<file path="src/rtl/cfs_pkg.sv">
// Constants and carrier types for the CAN fault supervisor
package cfs_pkg;
   // ----------------------------------------
   // Timing
   // ----------------------------------------
   localparam int CLK_PERIOD_NS = 10;
   localparam int BUS_DOM_LIMIT_US = 700;
   localparam int TX_DOM_LIMIT_US = 700;
   localparam int BUS_DOM_CYCLES = BUS_DOM_LIMIT_US * 1000 / CLK_PERIOD_NS;
   localparam int TX_DOM_CYCLES = TX_DOM_LIMIT_US * 1000 / CLK_PERIOD_NS;
   localparam int TMR_W = 17;
   localparam int ECHO_FAIL_LIMIT = 4;
   localparam int ECHO_W = 3;
   localparam int ECHO_WAIT_CYCLES = 100;
   localparam logic LVL_DOM = 1'b0;
   localparam logic LVL_REC = 1'b1;

   // ----------------------------------------
   // Status carrier
   // ----------------------------------------
   typedef struct packed {
      logic fault_any;
      logic bus_dom;
      logic tx_dom;
      logic echo_fail;
   } cfs_status_t;

   typedef struct packed {
      logic bus_dom;
      logic tx_dom;
      logic echo_fail;
   } cfs_clear_t;

   localparam cfs_status_t STATUS_RST = '{default: 1'b0};
endpackage

</file>
<file path="src/rtl/cfs_dom_timer.sv">
// Dominant level timeout detector
`timescale 1ns/1ns
`default_nettype none
module cfs_dom_timer #(
   parameter int LIMIT = 70000
) (
   input wire logic clk_i,
   input wire logic reset_i,
   input wire logic level_i,
   output logic expired_o
);
   import cfs_pkg::*;
   logic [TMR_W-1:0] cnt_r;
   logic [TMR_W-1:0] cnt_nxt;
   logic exp_nxt;

   always_comb begin
      cnt_nxt = '0;
      exp_nxt = 1'b0;
      if (level_i == LVL_DOM) begin
         // Saturate so one long dominant stretch gives one pulse
         if (cnt_r < TMR_W'(LIMIT)) begin
            cnt_nxt = cnt_r + TMR_W'(1);
         end else begin
            cnt_nxt = cnt_r;
         end
         exp_nxt = (cnt_r == TMR_W'(LIMIT - 1));
      end
   end

   always_ff @(posedge clk_i or posedge reset_i) begin
      if (reset_i) begin
         cnt_r <= '0;
         expired_o <= 1'b0;
      end else begin
         cnt_r <= cnt_nxt;
         expired_o <= exp_nxt;
      end
   end
endmodule
`default_nettype wire

</file>
<file path="src/rtl/cfs_supervisor.sv">
// CAN transceiver fault supervisor
`timescale 1ns/1ns
`default_nettype none
module cfs_supervisor (
   input wire logic clk_i,
   input wire logic reset_i,
   input wire logic dev_reset_done_i,
   input wire logic fault_handling_disable_i,
   input wire logic tx_i,
   input wire logic bus_rx_i,
   input wire cfs_pkg::cfs_clear_t clear_i,
   output logic drv_tx_o,
   output logic rx_o,
   output logic tx_enabled_o,
   output cfs_pkg::cfs_status_t status_o
);
   import cfs_pkg::*;

   // ----------------------------------------
   // Timeouts
   // ----------------------------------------
   logic bus_dom_exp;
   logic tx_dom_exp;

   cfs_dom_timer #(.LIMIT(BUS_DOM_CYCLES)) u_bus_tmr (
      .clk_i(clk_i),
      .reset_i(reset_i),
      .level_i(bus_rx_i),
      .expired_o(bus_dom_exp)
   );

   cfs_dom_timer #(.LIMIT(TX_DOM_CYCLES)) u_tx_tmr (
      .clk_i(clk_i),
      .reset_i(reset_i),
      .level_i(tx_i),
      .expired_o(tx_dom_exp)
   );

   // ----------------------------------------
   // Echo supervisor
   // ----------------------------------------
   typedef enum logic [1:0] {
      CFS_IDLE = 2'b01,
      CFS_WAIT = 2'b10
   } cfs_echo_t;

   cfs_echo_t st_r;
   cfs_echo_t st_nxt;
   logic tx_prev_r;
   logic tx_prev_nxt;
   logic [ECHO_W-1:0] fail_r;
   logic [ECHO_W-1:0] fail_nxt;
   logic [7:0] wait_r;
   logic [7:0] wait_nxt;
   logic armed_r;
   logic armed_nxt;
   logic tx_fall;
   logic echo_start;
   logic echo_seen;
   logic echo_timeout;
   logic echo_last;
   logic echo_fault;

   // ----------------------------------------
   // Echo events
   // ----------------------------------------
   always_comb begin
      tx_fall = (tx_prev_r == LVL_REC) && (tx_i == LVL_DOM);
      // Only an edge we actually drove can be checked for echo
      echo_start = tx_fall && (drv_tx_o == LVL_REC) && armed_r
         && !status_o.echo_fail && !status_o.tx_dom;
      echo_seen = (bus_rx_i == LVL_DOM);
      echo_timeout = (wait_r == 8'(ECHO_WAIT_CYCLES - 1));
      echo_last = (fail_r == ECHO_W'(ECHO_FAIL_LIMIT - 1));
   end

   // ----------------------------------------
   // Echo state machine
   // ----------------------------------------
   always_comb begin
      st_nxt = st_r;
      fail_nxt = fail_r;
      wait_nxt = wait_r;
      echo_fault = 1'b0;
      tx_prev_nxt = tx_i;
      case (st_r)
         CFS_IDLE: begin
            if (echo_start) begin
               st_nxt = CFS_WAIT;
               wait_nxt = '0;
            end
         end
         CFS_WAIT: begin
            if (echo_seen) begin
               // Failures must be back to back; any echo restarts the count
               st_nxt = CFS_IDLE;
               fail_nxt = '0;
            end else if (echo_timeout) begin
               st_nxt = CFS_IDLE;
               if (echo_last) begin
                  echo_fault = 1'b1;
                  fail_nxt = '0;
               end else begin
                  fail_nxt = fail_r + ECHO_W'(1);
               end
            end else begin
               wait_nxt = wait_r + 8'h01;
            end
         end
         default: begin
            st_nxt = CFS_IDLE;
         end
      endcase
      if (fault_handling_disable_i) begin
         st_nxt = CFS_IDLE;
         fail_nxt = '0;
         echo_fault = 1'b0;
      end
   end

   always_ff @(posedge clk_i or posedge reset_i) begin
      if (reset_i) begin
         st_r <= CFS_IDLE;
         fail_r <= '0;
         wait_r <= '0;
         tx_prev_r <= LVL_REC;
      end else begin
         st_r <= st_nxt;
         fail_r <= fail_nxt;
         wait_r <= wait_nxt;
         tx_prev_r <= tx_prev_nxt;
      end
   end

   // ----------------------------------------
   // Arming
   // ----------------------------------------
   // Remembered, so a one-cycle reset pulse is enough
   always_comb begin
      armed_nxt = armed_r | dev_reset_done_i;
   end

   always_ff @(posedge clk_i or posedge reset_i) begin
      if (reset_i) begin
         armed_r <= 1'b0;
      end else begin
         armed_r <= armed_nxt;
      end
   end

   // ----------------------------------------
   // Status
   // ----------------------------------------
   cfs_status_t status_nxt;

   always_comb begin
      status_nxt = status_o;
      // Set beats a same-cycle clear so no event is lost
      if (clear_i.bus_dom) status_nxt.bus_dom = 1'b0;
      if (clear_i.tx_dom) status_nxt.tx_dom = 1'b0;
      if (clear_i.echo_fail) status_nxt.echo_fail = 1'b0;
      if (!fault_handling_disable_i) begin
         if (bus_dom_exp) status_nxt.bus_dom = 1'b1;
         if (tx_dom_exp) status_nxt.tx_dom = 1'b1;
         if (echo_fault) status_nxt.echo_fail = 1'b1;
      end
      status_nxt.fault_any = status_nxt.bus_dom | status_nxt.tx_dom | status_nxt.echo_fail;
   end

   always_ff @(posedge clk_i or posedge reset_i) begin
      if (reset_i) begin
         status_o <= STATUS_RST;
      end else begin
         status_o <= status_nxt;
      end
   end

   // ----------------------------------------
   // Transmit gate
   // ----------------------------------------
   logic drv_nxt;
   logic gate_open;

   always_comb begin
      gate_open = armed_nxt && !status_nxt.echo_fail && !status_nxt.tx_dom;
      // Bus dominant flag deliberately not in this gate
      drv_nxt = LVL_REC;
      if (gate_open) begin
         drv_nxt = tx_i;
      end
   end

   always_ff @(posedge clk_i or posedge reset_i) begin
      if (reset_i) begin
         drv_tx_o <= LVL_REC;
      end else begin
         drv_tx_o <= drv_nxt;
      end
   end

   // ----------------------------------------
   // Receive copy
   // ----------------------------------------
   logic rx_nxt;

   always_comb begin
      rx_nxt = bus_rx_i;
   end

   always_ff @(posedge clk_i or posedge reset_i) begin
      if (reset_i) begin
         rx_o <= LVL_REC;
      end else begin
         rx_o <= rx_nxt;
      end
   end

   // ----------------------------------------
   // Enable view
   // ----------------------------------------
   assign tx_enabled_o = armed_r && !status_o.echo_fail && !status_o.tx_dom;
endmodule
`default_nettype wire

</file>
<file path="config.mk">
export PLATFORM = sky130hd
export DESIGN_NAME = cfs_supervisor
export DESIGN_NICKNAME = d
export VERILOG_FILES = /design/src/rtl/cfs_pkg.sv /design/src/rtl/cfs_dom_timer.sv /design/src/rtl/cfs_supervisor.sv
export SDC_FILE = /design/constraint.sdc
export NUM_CORES = 1
export LEC_CHECK = 0
export CORE_UTILIZATION = 30
export DETAILED_ROUTE_END_ITERATION = 8
export DONT_BUFFER_PORTS = 1
export PLACE_DENSITY = 0.56
export SLEW_MARGIN = 40
export SYNTH_ARGS = -nofsm -noshare
export SYNTH_HDL_FRONTEND = slang
export SYNTH_SLANG_ARGS = --single-unit
</file>
<file path="constraint.sdc">
create_clock -name clk_i -period 5.2 [get_ports clk_i]
set_input_delay 0.78 -clock clk_i [delete_from_list [all_inputs] [get_ports clk_i]]
set_output_delay 0.78 -clock clk_i [all_outputs]
set_load 0.01 [all_outputs]
</file>
### Word-level counts from Yosys, hierarchy flattened

Cells that the tools add are included.

| cells by class | value |
|---|---|
| add/subtract/negate cells | 4 |
| magnitude comparators | 2 |
| equal/unequal tests | 12 |
| multiplexer cells | 33 |
| bitwise gates (word level) | 4 |
| reduce and logical (&&, ||, !) cells | 20 |

Operators by type and width:

| cell | number |
|---|---|
| $mux W17 | 4 |
| $add A17 B1 Y17 const B | 2 |
| $eq A17 B17 Y1 const B | 2 |
| $lt A17 B17 Y1 const B | 2 |
| $mux W8 | 3 |
| $mux W3 | 6 |
| $pmux W8 S2 | 1 |
| $mux W1 | 14 |
| $logic_and A1 B1 Y1 | 9 |
| $add A8 B1 Y8 const B | 1 |
| $eq A8 B7 Y1 const B | 1 |
| $mux W2 | 4 |
| $reduce_bool A2 Y1 | 4 |
| $ne A2 B2 Y1 const B | 3 |
| $logic_not A1 Y1 | 4 |
| $ne A4 B4 Y1 const B | 1 |
| $pmux W2 S2 | 1 |
| $reduce_and A2 Y1 | 2 |
| $reduce_and A4 Y1 | 1 |
| $add A3 B1 Y3 const B | 1 |
| $eq A3 B2 Y1 const B | 1 |
| $ne A3 B2 Y1 const B | 1 |
| $ne A3 B3 Y1 const B | 1 |
| $or A1 B1 Y1 | 3 |
| other kinds (3) | 3 |

| word-level totals | value |
|---|---|
| flip-flop bits (word level) | 57 |
| input bits | 9 |
| output and inout bits | 7 |
| word-level logic and storage cells | 90 |

### Logic depth before layout (Yosys ltp)

Gate-level depths: netlist (run 1).

| depth | value |
|---|---|
| depth in word-level cells | 12 |
| mapped depth | 7 |
| depth with buffers taken out | 6 |

### Modules after synthesis

From an unflattened synthesis (run 1), not the netlist that was laid out.

| second synthesis, totals | value |
|---|---|
| cell total of the unflattened synthesis | 302 |
| area, all modules | 2994.1 um^2 |

Modules (own cells, without submodules):

| module | instances | cells an instance | area each (um^2) | sequential area each (um^2) |
|---|---|---|---|---|
| cfs_dom_timer | 2 | 108 | 998.5 | 450.4 |
| cfs_supervisor | 1 | 86 | 997.2 | 530.5 |

### Least setup slack after synthesis (run 1)

No wires, ideal clock.

| timing | value |
|---|---|
| path type | register -> register |
| from | register wait_r[2] |
| to | register wait_r[1] |
| library setup time | 122 ps |
| arrival | 1712 ps |
| data required time | 5078 ps |
| slack | 3366 ps |
| stages on the path, launching flop included | 7 |
| path buffers | 1 |
| period minus slack after synthesis | 1834 ps |
| cells stage by stage | dfrtp_1 -> or4b_1 -> or3_1 -> buf_6 -> nand2_4 -> nand2b_4 -> a32o_1 |

| on the way | value |
|---|---|
| cells in the longest elaborated chain, start to end | 3 |

RTL lines:

| item | RTL line | text |
|---|---|---|
| start: declaration | cfs_supervisor.sv:53 | `logic [7:0] wait_r;` |
| start signal: assignment | cfs_supervisor.sv:130 | `wait_r <= wait_nxt;` |
| $eq A8 B7 Y1 | cfs_supervisor.sv:73 | `echo_timeout = (wait_r == 8'(ECHO_WAIT_CYCLES - 1));` |
| $ne A2 B2 Y1 (no line) | -- |  |
| $reduce_and A4 Y1 (no line) | -- |  |

No other way between the ends.
A chain may end at the register's enable or synchronous reset.

### Final worst setup path (run 1)

| timing | value |
|---|---|
| from | register wait_r[2] |
| to | register fail_r[0] |

| on the way | value |
|---|---|
| cells in the longest elaborated chain, start to end | 3 |

RTL lines:

| item | RTL line | text |
|---|---|---|
| $eq A8 B7 Y1 | cfs_supervisor.sv:73 |  |
| $ne A3 B2 Y1 (no line) | -- |  |
| $reduce_and A2 Y1 (no line) | -- |  |
| end signal: assignment | cfs_supervisor.sv:129 | `fail_r <= fail_nxt;` |
| end: declaration | cfs_supervisor.sv:51 | `logic [ECHO_W-1:0] fail_r;` |

No other way between the ends.

==> metrics.csv, run 1 <==
metric,value,unit
status,completed,
grt_pass1_wl,9580,um
power_density,316,mW/mm^2
n_antenna_cell,0,
worstPathArrival,2.22,ns
clk_pin_slew,0.07,ns
drt_wl_total,5390,um
vdd_drop_max,0.145,mV
synthArstFlopShare,100,%
synth_area_leader_cell,dfrtp_1,
cts_resized,0,
whs,0.449,ns
grt_pass1_vias,2057,
hold_buffers,0,
max_slew_margin,51.7,%
cp-start-kind,flop,
initial_core_util,31.2,%
endpoint_kind,flop,
clk_path_buf_depth,2,
setup_ws,3.19,ns
final_nets,313,
yosys.cell_types.count,53,
setup_viol,0,
fin_util,35.6,%
synth_nets,310,
synth_top_area_share,45.7,%
cts_tree,done,
fmax,0.497,GHz
synth-edff-count,0,
fill_cells,949,
drt_iter0_drc,77,
hp-class,primary input to flop,
ff2ff_path_depth,5,
rsz0062_at_grt,no,
synthTopCellsByArea,"dfrtp_1 (46%), xnor2_1 (7.9%), nor2_1 (5.7%)",
tns,0,ns
crit_type,flop to flop,
max_cap_viol_count,0,
reg2reg_from,wait_r[2]$_DFFE_PP0P_,
cts_setup_buffers,0,
syn_avg_cell_area,9.76,sq um
period_minus_slack,2.01,ns
row_count,35,
multi_input_area,0.00139,sq mm
ioPinCount,16,
synth_flop_cell,dfrtp_1,
root_buffer,clkbuf_8,
track_usage,12.1,%
required,5.40,ns
vias_per_cell,4.85,
dp.cells,418,
layout.cells.non_filler,434,
drtAntennaViolNets,0,
clk_latency,0.32,ns
die_y,100,um
dp_hpwl,3570,um
syn_inst,297,
crit_fanout,9,
h-tree-depth,3,
pre_cts_ws,3.22,ns
dr.pass1.iters,4,
drive_gt1_share,11.1,%
synth_seq_cells,57,
drc_errors,0,
synth_area,0.00290,sq mm
yosys_warnings,0,
ys_seq_area_share,49.4,%
cts_buffers,9,
overflow,0,
ff2ff_setup_slack,3.19,ns
design.core.area,0.00928,sq mm
syn2layout_area_growth,13.9,%
cts_num_sinks,57,
die-area,0.0101,sq mm
port_buffers,0,
timing.rr.end,fail_r[0]$_DFFE_PP0P_,
holdPathStages,0,
fin_skew,0.00986,ns
die_w,100,um
power.leakage,1.31,nW
worstHoldEndpoint,tx_prev_r$_DFF_PP1_,
finalHoldViolCount,0,
vias,2104,
tightest_slew,0.725,ns
fin_crit_sh,38.7,%
hold_start,tx_i,
antenna_found_initial,0,
regArea,0.00143,sq mm
gp_congestion,0.790,
drv_slew,0,
grt_max_degree,58,
wl_per_cell,12.4,um
[metrics by stage]
step	cell area, sq um	total power [mW]
final	3300	1.04
after global placement	3020	0.488
after CTS	3300	1.06
after detailed placement	3020	0.488
after global routing	3300	1.09
after floorplan	2900	0.485
[sequential cells by signal, indices dropped and copies added (netlist names)]
signal / flops
u_bus_tmr.cnt_r: 17
u_tx_tmr.cnt_r: 17
wait_r: 8
status_o: 4
fail_r: 3
st_r: 2
armed_r: 1
drv_tx_o: 1
rx_o: 1
tx_prev_r: 1
u_bus_tmr.expired_o: 1
u_tx_tmr.expired_o: 1
[worst max-delay path: stages, from the launching register on]
cell     delay [ns]
dfrtp_1        0.43
or4b_1         0.51
or3_1          0.49
and2_1         0.24
o21ai_1        0.15
a21oi_1        0.08
[synth_stat cells, types with 2 or more instances]
library cell  number
buf_6              2
nand2_1           21
o21ai_1            5
and3_1             8
nor3_1            12
a31oi_1            2
and4_1             3
nor4b_1            2
clkbuf_1           6
a21oi_1            9
nor4_1             6
nor4_2             2
ha_1               4
xor2_1            10
inv_2              2
nand3_1           21
nor3b_1            2
inv_1              7
nor2_1            44
nand4_1           10
nor2b_1            3
nor3_2             2
and2_1             4
dfrtp_1           53
dfstp_2            4
xnor2_1           26
[how the worst max path moves through the flow]
stage | cells after the start | to | start | slack, ns
final | 5 | fail_r[0]$_DFFE_PP0P_ | wait_r[2]$_DFFE_PP0P_ | 3.19
after detailed placement | 5 | wait_r[1]$_DFFE_PP0P_ | wait_r[2]$_DFFE_PP0P_ | 3.22
after global routing | 5 | wait_r[1]$_DFFE_PP0P_ | wait_r[2]$_DFFE_PP0P_ | 3.12
after CTS | 5 | fail_r[0]$_DFFE_PP0P_ | wait_r[2]$_DFFE_PP0P_ | 3.19
after floorplan | 1 | armed_r$_DFF_PP0_ | reset_i | 3.03
after global placement | 5 | u_bus_tmr.cnt_r[0]$_DFFE_PP0P_ | u_bus_tmr.cnt_r[13]$_DFFE_PP0P_ | 3.07
[final cells by class]
type / instances / area share, %
clock buffer: 11 / 4.59
multi-input combinational: 222 / 42.1
clock inverter: 5 / 3.79
tap: 129 / 4.89
inverter: 9 / 1.02
sequential: 57 / 43.4
timing repair buffer: 1 / 0.227
[routing by layer]
layer  share of wire (%)  vias to the layer above  wire length (um)  global-route usage, %
li1                    -                     1044                 -                      -
met1                  49                     1026              2660                   15.5
met2                  46                       30              2500                   18.8
met3                 3.1                        4               167                   3.41
met4                 1.4                        0                73                   5.91
met5                   0                        -                 0                      0
[cell usage in the layout (no fill, tap or decap), types with 2 or more instances in the layout]
cell type  count
nor3b_1        2
nor4_1         6
nand4_1       10
inv_1          6
and2_1         4
a21oi_1        9
xnor2_1       26
nand3_1       21
clkbuf_8      11
inv_2          3
dfstp_2        4
xor2_1        10
ha_1           4
bufinv_16      4
nor4b_1        2
dfrtp_1       53
and3_1         8
a31oi_1        2
nand2_1       21
nor3_1        12
nor2_1        44
nor2b_1        3
nor4_2         2
and4_1         3
o21ai_1        5
[power by group]
part	internal [mW]	switching, mW	leakage, nW
Combinational	0.00786	0.0147	0.403
Clock	0.392	0.172	0.140
Sequential	0.450	0.00581	0.772
[logic make-up (layout without fill, tap and decap cells)]
| logic type | count (synthesis) | count (layout) | share of synthesized area [%] |
|---|---|---|---|
| xor gates and xnor gates | 36 | 36 | 10.9 |
| muxes | 1 | 1 | 0.345 |
| and+or+nand+nor | 152 | 152 | 28.0 |
| AOI/OAI and AO/OA | 29 | 29 | 6.78 |
| DFF | 57 | 57 | 49.4 |
| adders and majority gates | 4 | 4 | 1.73 |
| buffers and inverters | 18 | 26 | 2.89 |
No activity file was read; power rests on OpenSTA's default activity.
==> inputs of run 2 (changes only) <==
--- a/config.mk
+++ b/config.mk
@@ -5,10 +5,11 @@
 export SDC_FILE = /design/constraint.sdc
 export NUM_CORES = 1
 export LEC_CHECK = 0
+export ABC_AREA = 1
 export CORE_UTILIZATION = 30
 export DETAILED_ROUTE_END_ITERATION = 8
 export DONT_BUFFER_PORTS = 1
-export PLACE_DENSITY = 0.56
+export PLACE_DENSITY = 0.57
 export SLEW_MARGIN = 40
 export SYNTH_ARGS = -nofsm -noshare
 export SYNTH_HDL_FRONTEND = slang
==> constraint.sdc (replaced) <==
create_clock -name clk_i -period 1.76 [get_ports clk_i]
set_input_delay 0.264 -clock clk_i [delete_from_list [all_inputs] [get_ports clk_i]]
set_output_delay 0.264 -clock clk_i [all_outputs]
set_load 0.01 [all_outputs]
==> run 2 against run 1 <==
Net effect:
- hold slack lost 0.39 ns
- largest power group unchanged
- cell count grew 46%
- synthesized cell count grew 59%
- via count grew 48%
- clock power grew to 3.3 times the previous value
==> metrics.csv, run 2 <==
metric,value,unit,change
status,completed,,
synth_area_leader_cell,dfrtp_1,,
clk_path_buf_depth,2,,unchanged
met2_wirelength,3760,um,+51%
path_common_cell,nand2_1,,
yosys.cell_types.count,36,,-32%
track_usage,15.0,%,+2.8 points
vias_per_cell,4.89,,+0.83%
root_buffer,clkbuf_16,,
ys_seq_area_share,41.8,%,-7.6 points
synth_nets,486,,+57%
die-area,0.0119,sq mm,+18%
yosys_warnings,0,,unchanged
drv_slew,0,,unchanged
antenna_found_initial,0,,unchanged
dp_hpwl,5810,um,+63%
drc_errors,0,,unchanged
die_w,109,um,+8.6%
n_antenna_cell,0,,unchanged
grt_pass1_vias,2935,,+43%
crit_type,flop to flop,,
cts_tree,done,,
vdd_drop_max,0.586,mV,+300%
worstPathCellList,ha_1 -> inv_1 -> nor3_1 -> nand2_1 -> nand2_1 -> nand2_1 -> nand2_4 -> nand2_1 -> o21ai_2,,
tightest_slew,0.531,ns,-0.194 ns
required,1.98,ns,-3.42 ns
wl_met3,345,um,+110%
layout.cells.non_filler,635,,+46%
synth-edff-count,0,,unchanged
cp_slowest_cell,dfrtp_1,,
syn_inst,473,,+59%
crit_fanout,14,,+5
timing.rr.end,wait_r[2]$_DFFE_PP0P_,,
hp-class,primary input to flop,,
gp_congestion,0.852,,+7.8%
top_layer,met4,,
fin_util,36.4,%,+0.88 points
synth_seq_cells,57,,unchanged
tns,0,ns,unchanged
design_area,0.00400,sq mm,+21%
top_regs,"u_bus_tmr.cnt_r (17), u_tx_tmr.cnt_r (17), wait_r (8)",,
rsz0062_at_grt,no,,
worstPathArrival,1.79,ns,-0.43 ns
ff2ff_setup_slack,0.19,ns,-3.00 ns
setup_viol,0,,unchanged
holdPathStages,1,,+1
worstHoldEndpoint,armed_r$_DFF_PP0_,,
synth_area,0.00343,sq mm,+18%
drive_gt1_share,10.5,%,-0.64 points
period_minus_slack,1.57,ns,-0.442 ns
vias,3104,,+48%
h-tree-depth,3,,unchanged
cts_buffers,9,,unchanged
synth_flop_cell,dfrtp_1,,
path_delay_family,simple AND/OR/NAND/NOR gates,,
placed_cell_area,0.00364,sq mm,+20%
fin_skew,0.0112,ns,+0.00133 ns
critPathBufInv,1,,+1
power_density,865,mW/mm^2,+170%
max_slew_margin,64.2,%,+13 points
grt_max_degree,24,,-59%
initial_core_util,31.2,%,about the same
wl_per_cell,12.8,um,+2.8%
die_y,109,um,+8.6%
max_cap_viol_count,0,,unchanged
synthTopCellsByArea,"dfrtp_1 (39%), nand2_1 (16%), nand3_1 (7.0%)",,
slowest_delay,0.40,ns,-0.11 ns
dr.pass1.iters,4,,unchanged
design.core.area,0.0110,sq mm,+18%
cp-start-kind,flop,,
ioPinCount,16,,unchanged
cp_num_cells,9,,+4
hold_start,dev_reset_done_i,,
finalPower,3.46,mW,+230%
overflow,0,,unchanged
power.leakage,1.86,nW,+42%
cts_num_sinks,57,,unchanged
cts_resized,0,,unchanged
finalHoldViolCount,0,,unchanged
drtAntennaViolNets,0,,unchanged
fin_crit_sh,89.2,%,+51 points
mostFrequentLayoutCell,nand2_1,,
port_buffers,0,,unchanged
final_nets,503,,+61%
ff2ff_path_depth,9,,+4
netlist_top_cells_count,"nand2_1 (149), nor2_1 (61), dfrtp_1 (53)",,
yosysMostFrequentCell,nand2_1,,
clk_pin_slew,0.05,ns,-0.02 ns
wirelength_met1,3890,um,+47%
syn2layout_area_growth,16.8,%,
synth_top_area_share,38.7,%,-7.0 points
row_count,38,,+8.6%
fmax,0.637,GHz,+28%
endpoint_kind,flop,,
grt_pass1_wl,13600,um,+42%
syn_avg_cell_area,7.25,sq um,-26%
drt_wl_total,8110,um,+50%
mostFrequentLayoutCells,"nand2_1 (149), nor2_1 (61), dfrtp_1 (53)",,
clk_latency,0.33,ns,about the same
dp.cells,615,,+47%
synthArstFlopShare,100,%,unchanged
reg2reg_from,wait_r[0]$_DFFE_PP0P_,,
drt_iter0_drc,158,,+110%
## run 2: worst max-delay path by stage
stage	endpoint	from	slack (ns)
6_report	wait_r[2]$_DFFE_PP0P_	wait_r[0]$_DFFE_PP0P_	0.19
5_1_grt	u_bus_tmr.cnt_r[4]$_DFFE_PP0P_	u_bus_tmr.cnt_r[13]$_DFFE_PP0P_	0.03
4_1_cts	wait_r[2]$_DFFE_PP0P_	wait_r[0]$_DFFE_PP0P_	0.19
3_5_place_dp	wait_r[6]$_DFFE_PP0P_	wait_r[0]$_DFFE_PP0P_	0.21
3_3_place_gp	wait_r[1]$_DFFE_PP0P_	wait_r[0]$_DFFE_PP0P_	0.25
2_1_floorplan	armed_r$_DFF_PP0_	reset_i	0.10
## run 2: kinds of logic (layout without fill, tap and decap cells)
| logic type | count (synthesis) | count (layout) | share of synthesized area (%) |
|---|---|---|---|
| buf+inv | 53 | 75 | 6.83 |
| simple gates | 314 | 314 | 41.0 |
| fa+ha+maj | 4 | 4 | 1.46 |
| xor+xnor | 11 | 11 | 2.81 |
| compound gates | 34 | 34 | 6.13 |
| flops | 57 | 57 | 41.8 |
## run 2: layer usage
layer,vias up,global-route usage (%)
met1,1454,18.8
met3,16,5.02
met2,55,24.1
met4,0,4.63
li1,1579,-
met5,-,0
## run 2: final cells by class
cell class,count,area [sq um]
Tap cell,140,175
Sequential cell,57,1430
Clock inverter,3,65.1
Timing Repair Buffer,13,143
Clock buffer,13,250
Fill cell,1141,6980
Inverter,46,175
Multi-Input combinational cell,363,1760
## run 2: through the flow
stage / hold slack, ns / setup slack (ns)
global placement: 0.224 / 0.248
CTS: 0.0534 / 0.190
floorplan: 0.268 / 0.103
finish: 0.0641 / 0.190
detailed placement: 0.227 / 0.207
global route: 0.0550 / 0.0258
## run 2: where the power goes
group / switching [mW] / total, mW / internal, mW
Sequential: 0.0246 / 1.37 / 1.35
Clock: 0.587 / 1.86 / 1.27
Combinational: 0.161 / 0.229 / 0.0676
## run 2: timing repair
action | 4_1_cts | 5_1_grt
setup buffers | 0 | 1
endpoints found under the hold margin | 21 | 0
endpoints found under the setup margin | 0 | 1
hold buffers | 3 | 0
==> inputs of run 3 (changes only) <==
==> constraint.sdc (replaced) <==
create_clock -name clk_i -period 1.76 [get_ports clk_i]
set_input_delay 0.352 -clock clk_i [delete_from_list [all_inputs] [get_ports clk_i]]
set_output_delay 0.352 -clock clk_i [all_outputs]
set_load 0.01 [all_outputs]
==> run 3 against run 2 <==
Net effect:
- the flow now finishes with violations (negative hold slack)
- critical path depth unchanged
- clock power is 9% higher
- clock skew down 0.0062 ns
- sequential power barely moved
==> metrics.csv, run 3 (synthesized netlist as in run 2, its figures left out) <==
metric,value,unit,change
max_slew_margin,67.5,%,+3.3 points
ff2ff_setup_slack,0.20,ns,about the same
top_regs,"u_bus_tmr.cnt_r (17), u_tx_tmr.cnt_r (17), wait_r (8)",,
row_count,38,,unchanged
design.core.area,0.0110,sq mm,unchanged
crit_type,flop to flop,,
initial_core_util,31.2,%,unchanged
grt.busiest_layer,met2,,
dr.pass1.iters,5,,+1
crit_fanout,7,,-7
overflow,0,,unchanged
wl_per_cell,12.8,um,-0.10%
track_usage,14.9,%,-0.10 points
die_w,109,um,unchanged
syn2layout_area_growth,16.5,%,
h-tree-depth,3,,unchanged
cp-start-kind,flop,,
dp_hpwl,5650,um,-2.7%
die-area,0.0119,sq mm,unchanged
tns,0,ns,unchanged
violations,negative hold slack,,
drv_slew,0,,unchanged
cts_buffers,9,,unchanged
power.leakage,1.86,nW,about the same
status,finished with violations,,
mostFrequentLayoutCell,nand2_1,,
clk_path_buf_depth,2,,unchanged
die_y,109,um,unchanged
reg2reg_from,wait_r[0]$_DFFE_PP0P_,,
endpoint_kind,flop,,
drive_gt1_share,11.2,%,+0.65 points
ff2ff_path_depth,9,,unchanged
cts_num_sinks,57,,unchanged
ioPinCount,16,,unchanged
mostFrequentLayoutCells,"nand2_1 (148), nor2_1 (61), dfrtp_1 (53)",,
drtAntennaViolNets,0,,unchanged
rsz0062_at_grt,no,,
vias,3036,,-2.2%
vdd_drop_max,0.561,mV,-4.2%
root_buffer,clkbuf_16,,
finalHoldViolCount,3,,+3
tightest_slew,0.483,ns,-0.0485 ns
gp_congestion,0.861,,+1.1%
clk_pin_slew,0.06,ns,about the same
drt_iter0_drc,167,,+5.7%
drt_wl_total,8070,um,-0.42%
power_density,914,mW/mm^2,+5.6%
final_nets,501,,-0.40%
grt_pass1_vias,2823,,-3.8%
antenna_found_initial,0,,unchanged
period_minus_slack,1.56,ns,-0.0106 ns
n_antenna_cell,0,,unchanged
met1_usage,19.0,%,+0.13 points
whs,-0.00230,ns,-0.0664 ns
fin_skew,0.00499,ns,-0.00619 ns
cts_setup_buffers,0,,unchanged
clk_latency,0.33,ns,about the same
vias_per_cell,4.80,,-1.9%
worstPathArrival,1.78,ns,about the same
cp-endpoint,wait_r[4]$_DFFE_PP0P_,,
max_cap_viol_count,0,,unchanged
hp-class,primary input to asynchronous set/reset pin,,
grt_pass1_wl,13600,um,-0.61%
drc_errors,0,,unchanged
fin_util,36.4,%,-0.080 points
timing.rr.end,wait_r[4]$_DFFE_PP0P_,,
finalPower,3.65,mW,+5.4%
port_buffers,0,,unchanged
startpoint,wait_r[0]$_DFFE_PP0P_,,
setup_viol,0,,unchanged
global_route.usage.met3,4.96,%,-0.060 points
cts_tree,done,,
grt.met2_usage,23.7,%,-0.40 points
fin_crit_sh,88.6,%,-0.60 points
fmax,0.641,GHz,+0.68%
grt_max_degree,30,,+25%
required,1.98,ns,about the same
## run 3: cell count changes in the layout (fill, tap and decap cells not counted)
cell and delta:
bufinv_16 +1, nand2_1 -1, clkinvlp_4 +1, buf_12 -2, dlygate4sd3_1 -2, nand2_2 +1, buf_4 +1, clkbuf_1 -2
nand2_4 +1
## run 3: layer usage
metal	up-vias	wire, um
met4	0	65
met2	71	3880
li1	1571	-
met5	-	0
met3	8	404
met1	1386	3730
## run 3: worst max-delay path, cell delays in order (launching register included)
cell	delay, ns
dfrtp_1	0.40
ha_1	0.25
inv_1	0.10
nor3_1	0.05
nand2_1	0.16
nand2_1	0.09
nand2_2	0.15
nand2_4	0.12
nand2_1	0.08
nand2_1	0.04
## run 3: stage by stage
stage / cells / setup slack [ns] / instance area, sq um
2_1_floorplan: 473 / 0.0150 / 3430
3_3_place_gp: 615 / 0.218 / 3620
3_5_place_dp: 615 / 0.187 / 3620
4_1_cts: 631 / 0.167 / 3970
5_1_grt: 633 / 0.00350 / 3990
6_report: 633 / 0.201 / 3990
## run 3: repair_timing
action,CTS,global route
resized for setup,0,2
hold buffers,0,1
endpoints found under the hold margin,0,1
endpoints found under the setup margin,0,6
## run 3: worst min-delay path by stage
stage / cells after the start / end / startpoint / slack, ns
after floorplan: 0 / rx_o$_DFF_PP1_ / bus_rx_i / 0.36
final: 2 / u_bus_tmr.cnt_r[10]$_DFFE_PP0P_ / reset_i / -0.002
after global placement: 2 / u_bus_tmr.cnt_r[1]$_DFFE_PP0P_ / reset_i / 0.36
after global routing: 0 / tx_prev_r$_DFF_PP1_ / tx_i / 0.01
after detailed placement: 0 / rx_o$_DFF_PP1_ / bus_rx_i / 0.36
after CTS: 0 / rx_o$_DFF_PP1_ / bus_rx_i / 0.003
## run 3: area by class of cell
cell class	instances	area [sq um]
flip-flops and latches	57	1430
clock inverters	5	103
well taps	140	175
inverters	46	175
clock buffers	11	243
fillers	1125	6990
repair buffers	10	90.1
multi-input cells	364	1780
## run 3: where the power goes
part,internal (mW),leakage (nW),switching [mW]
Combinational,0.0683,0.925,0.179
Sequential,1.35,0.771,0.0244
Clock,1.42,0.166,0.612
Total,2.83,1.86,0.816
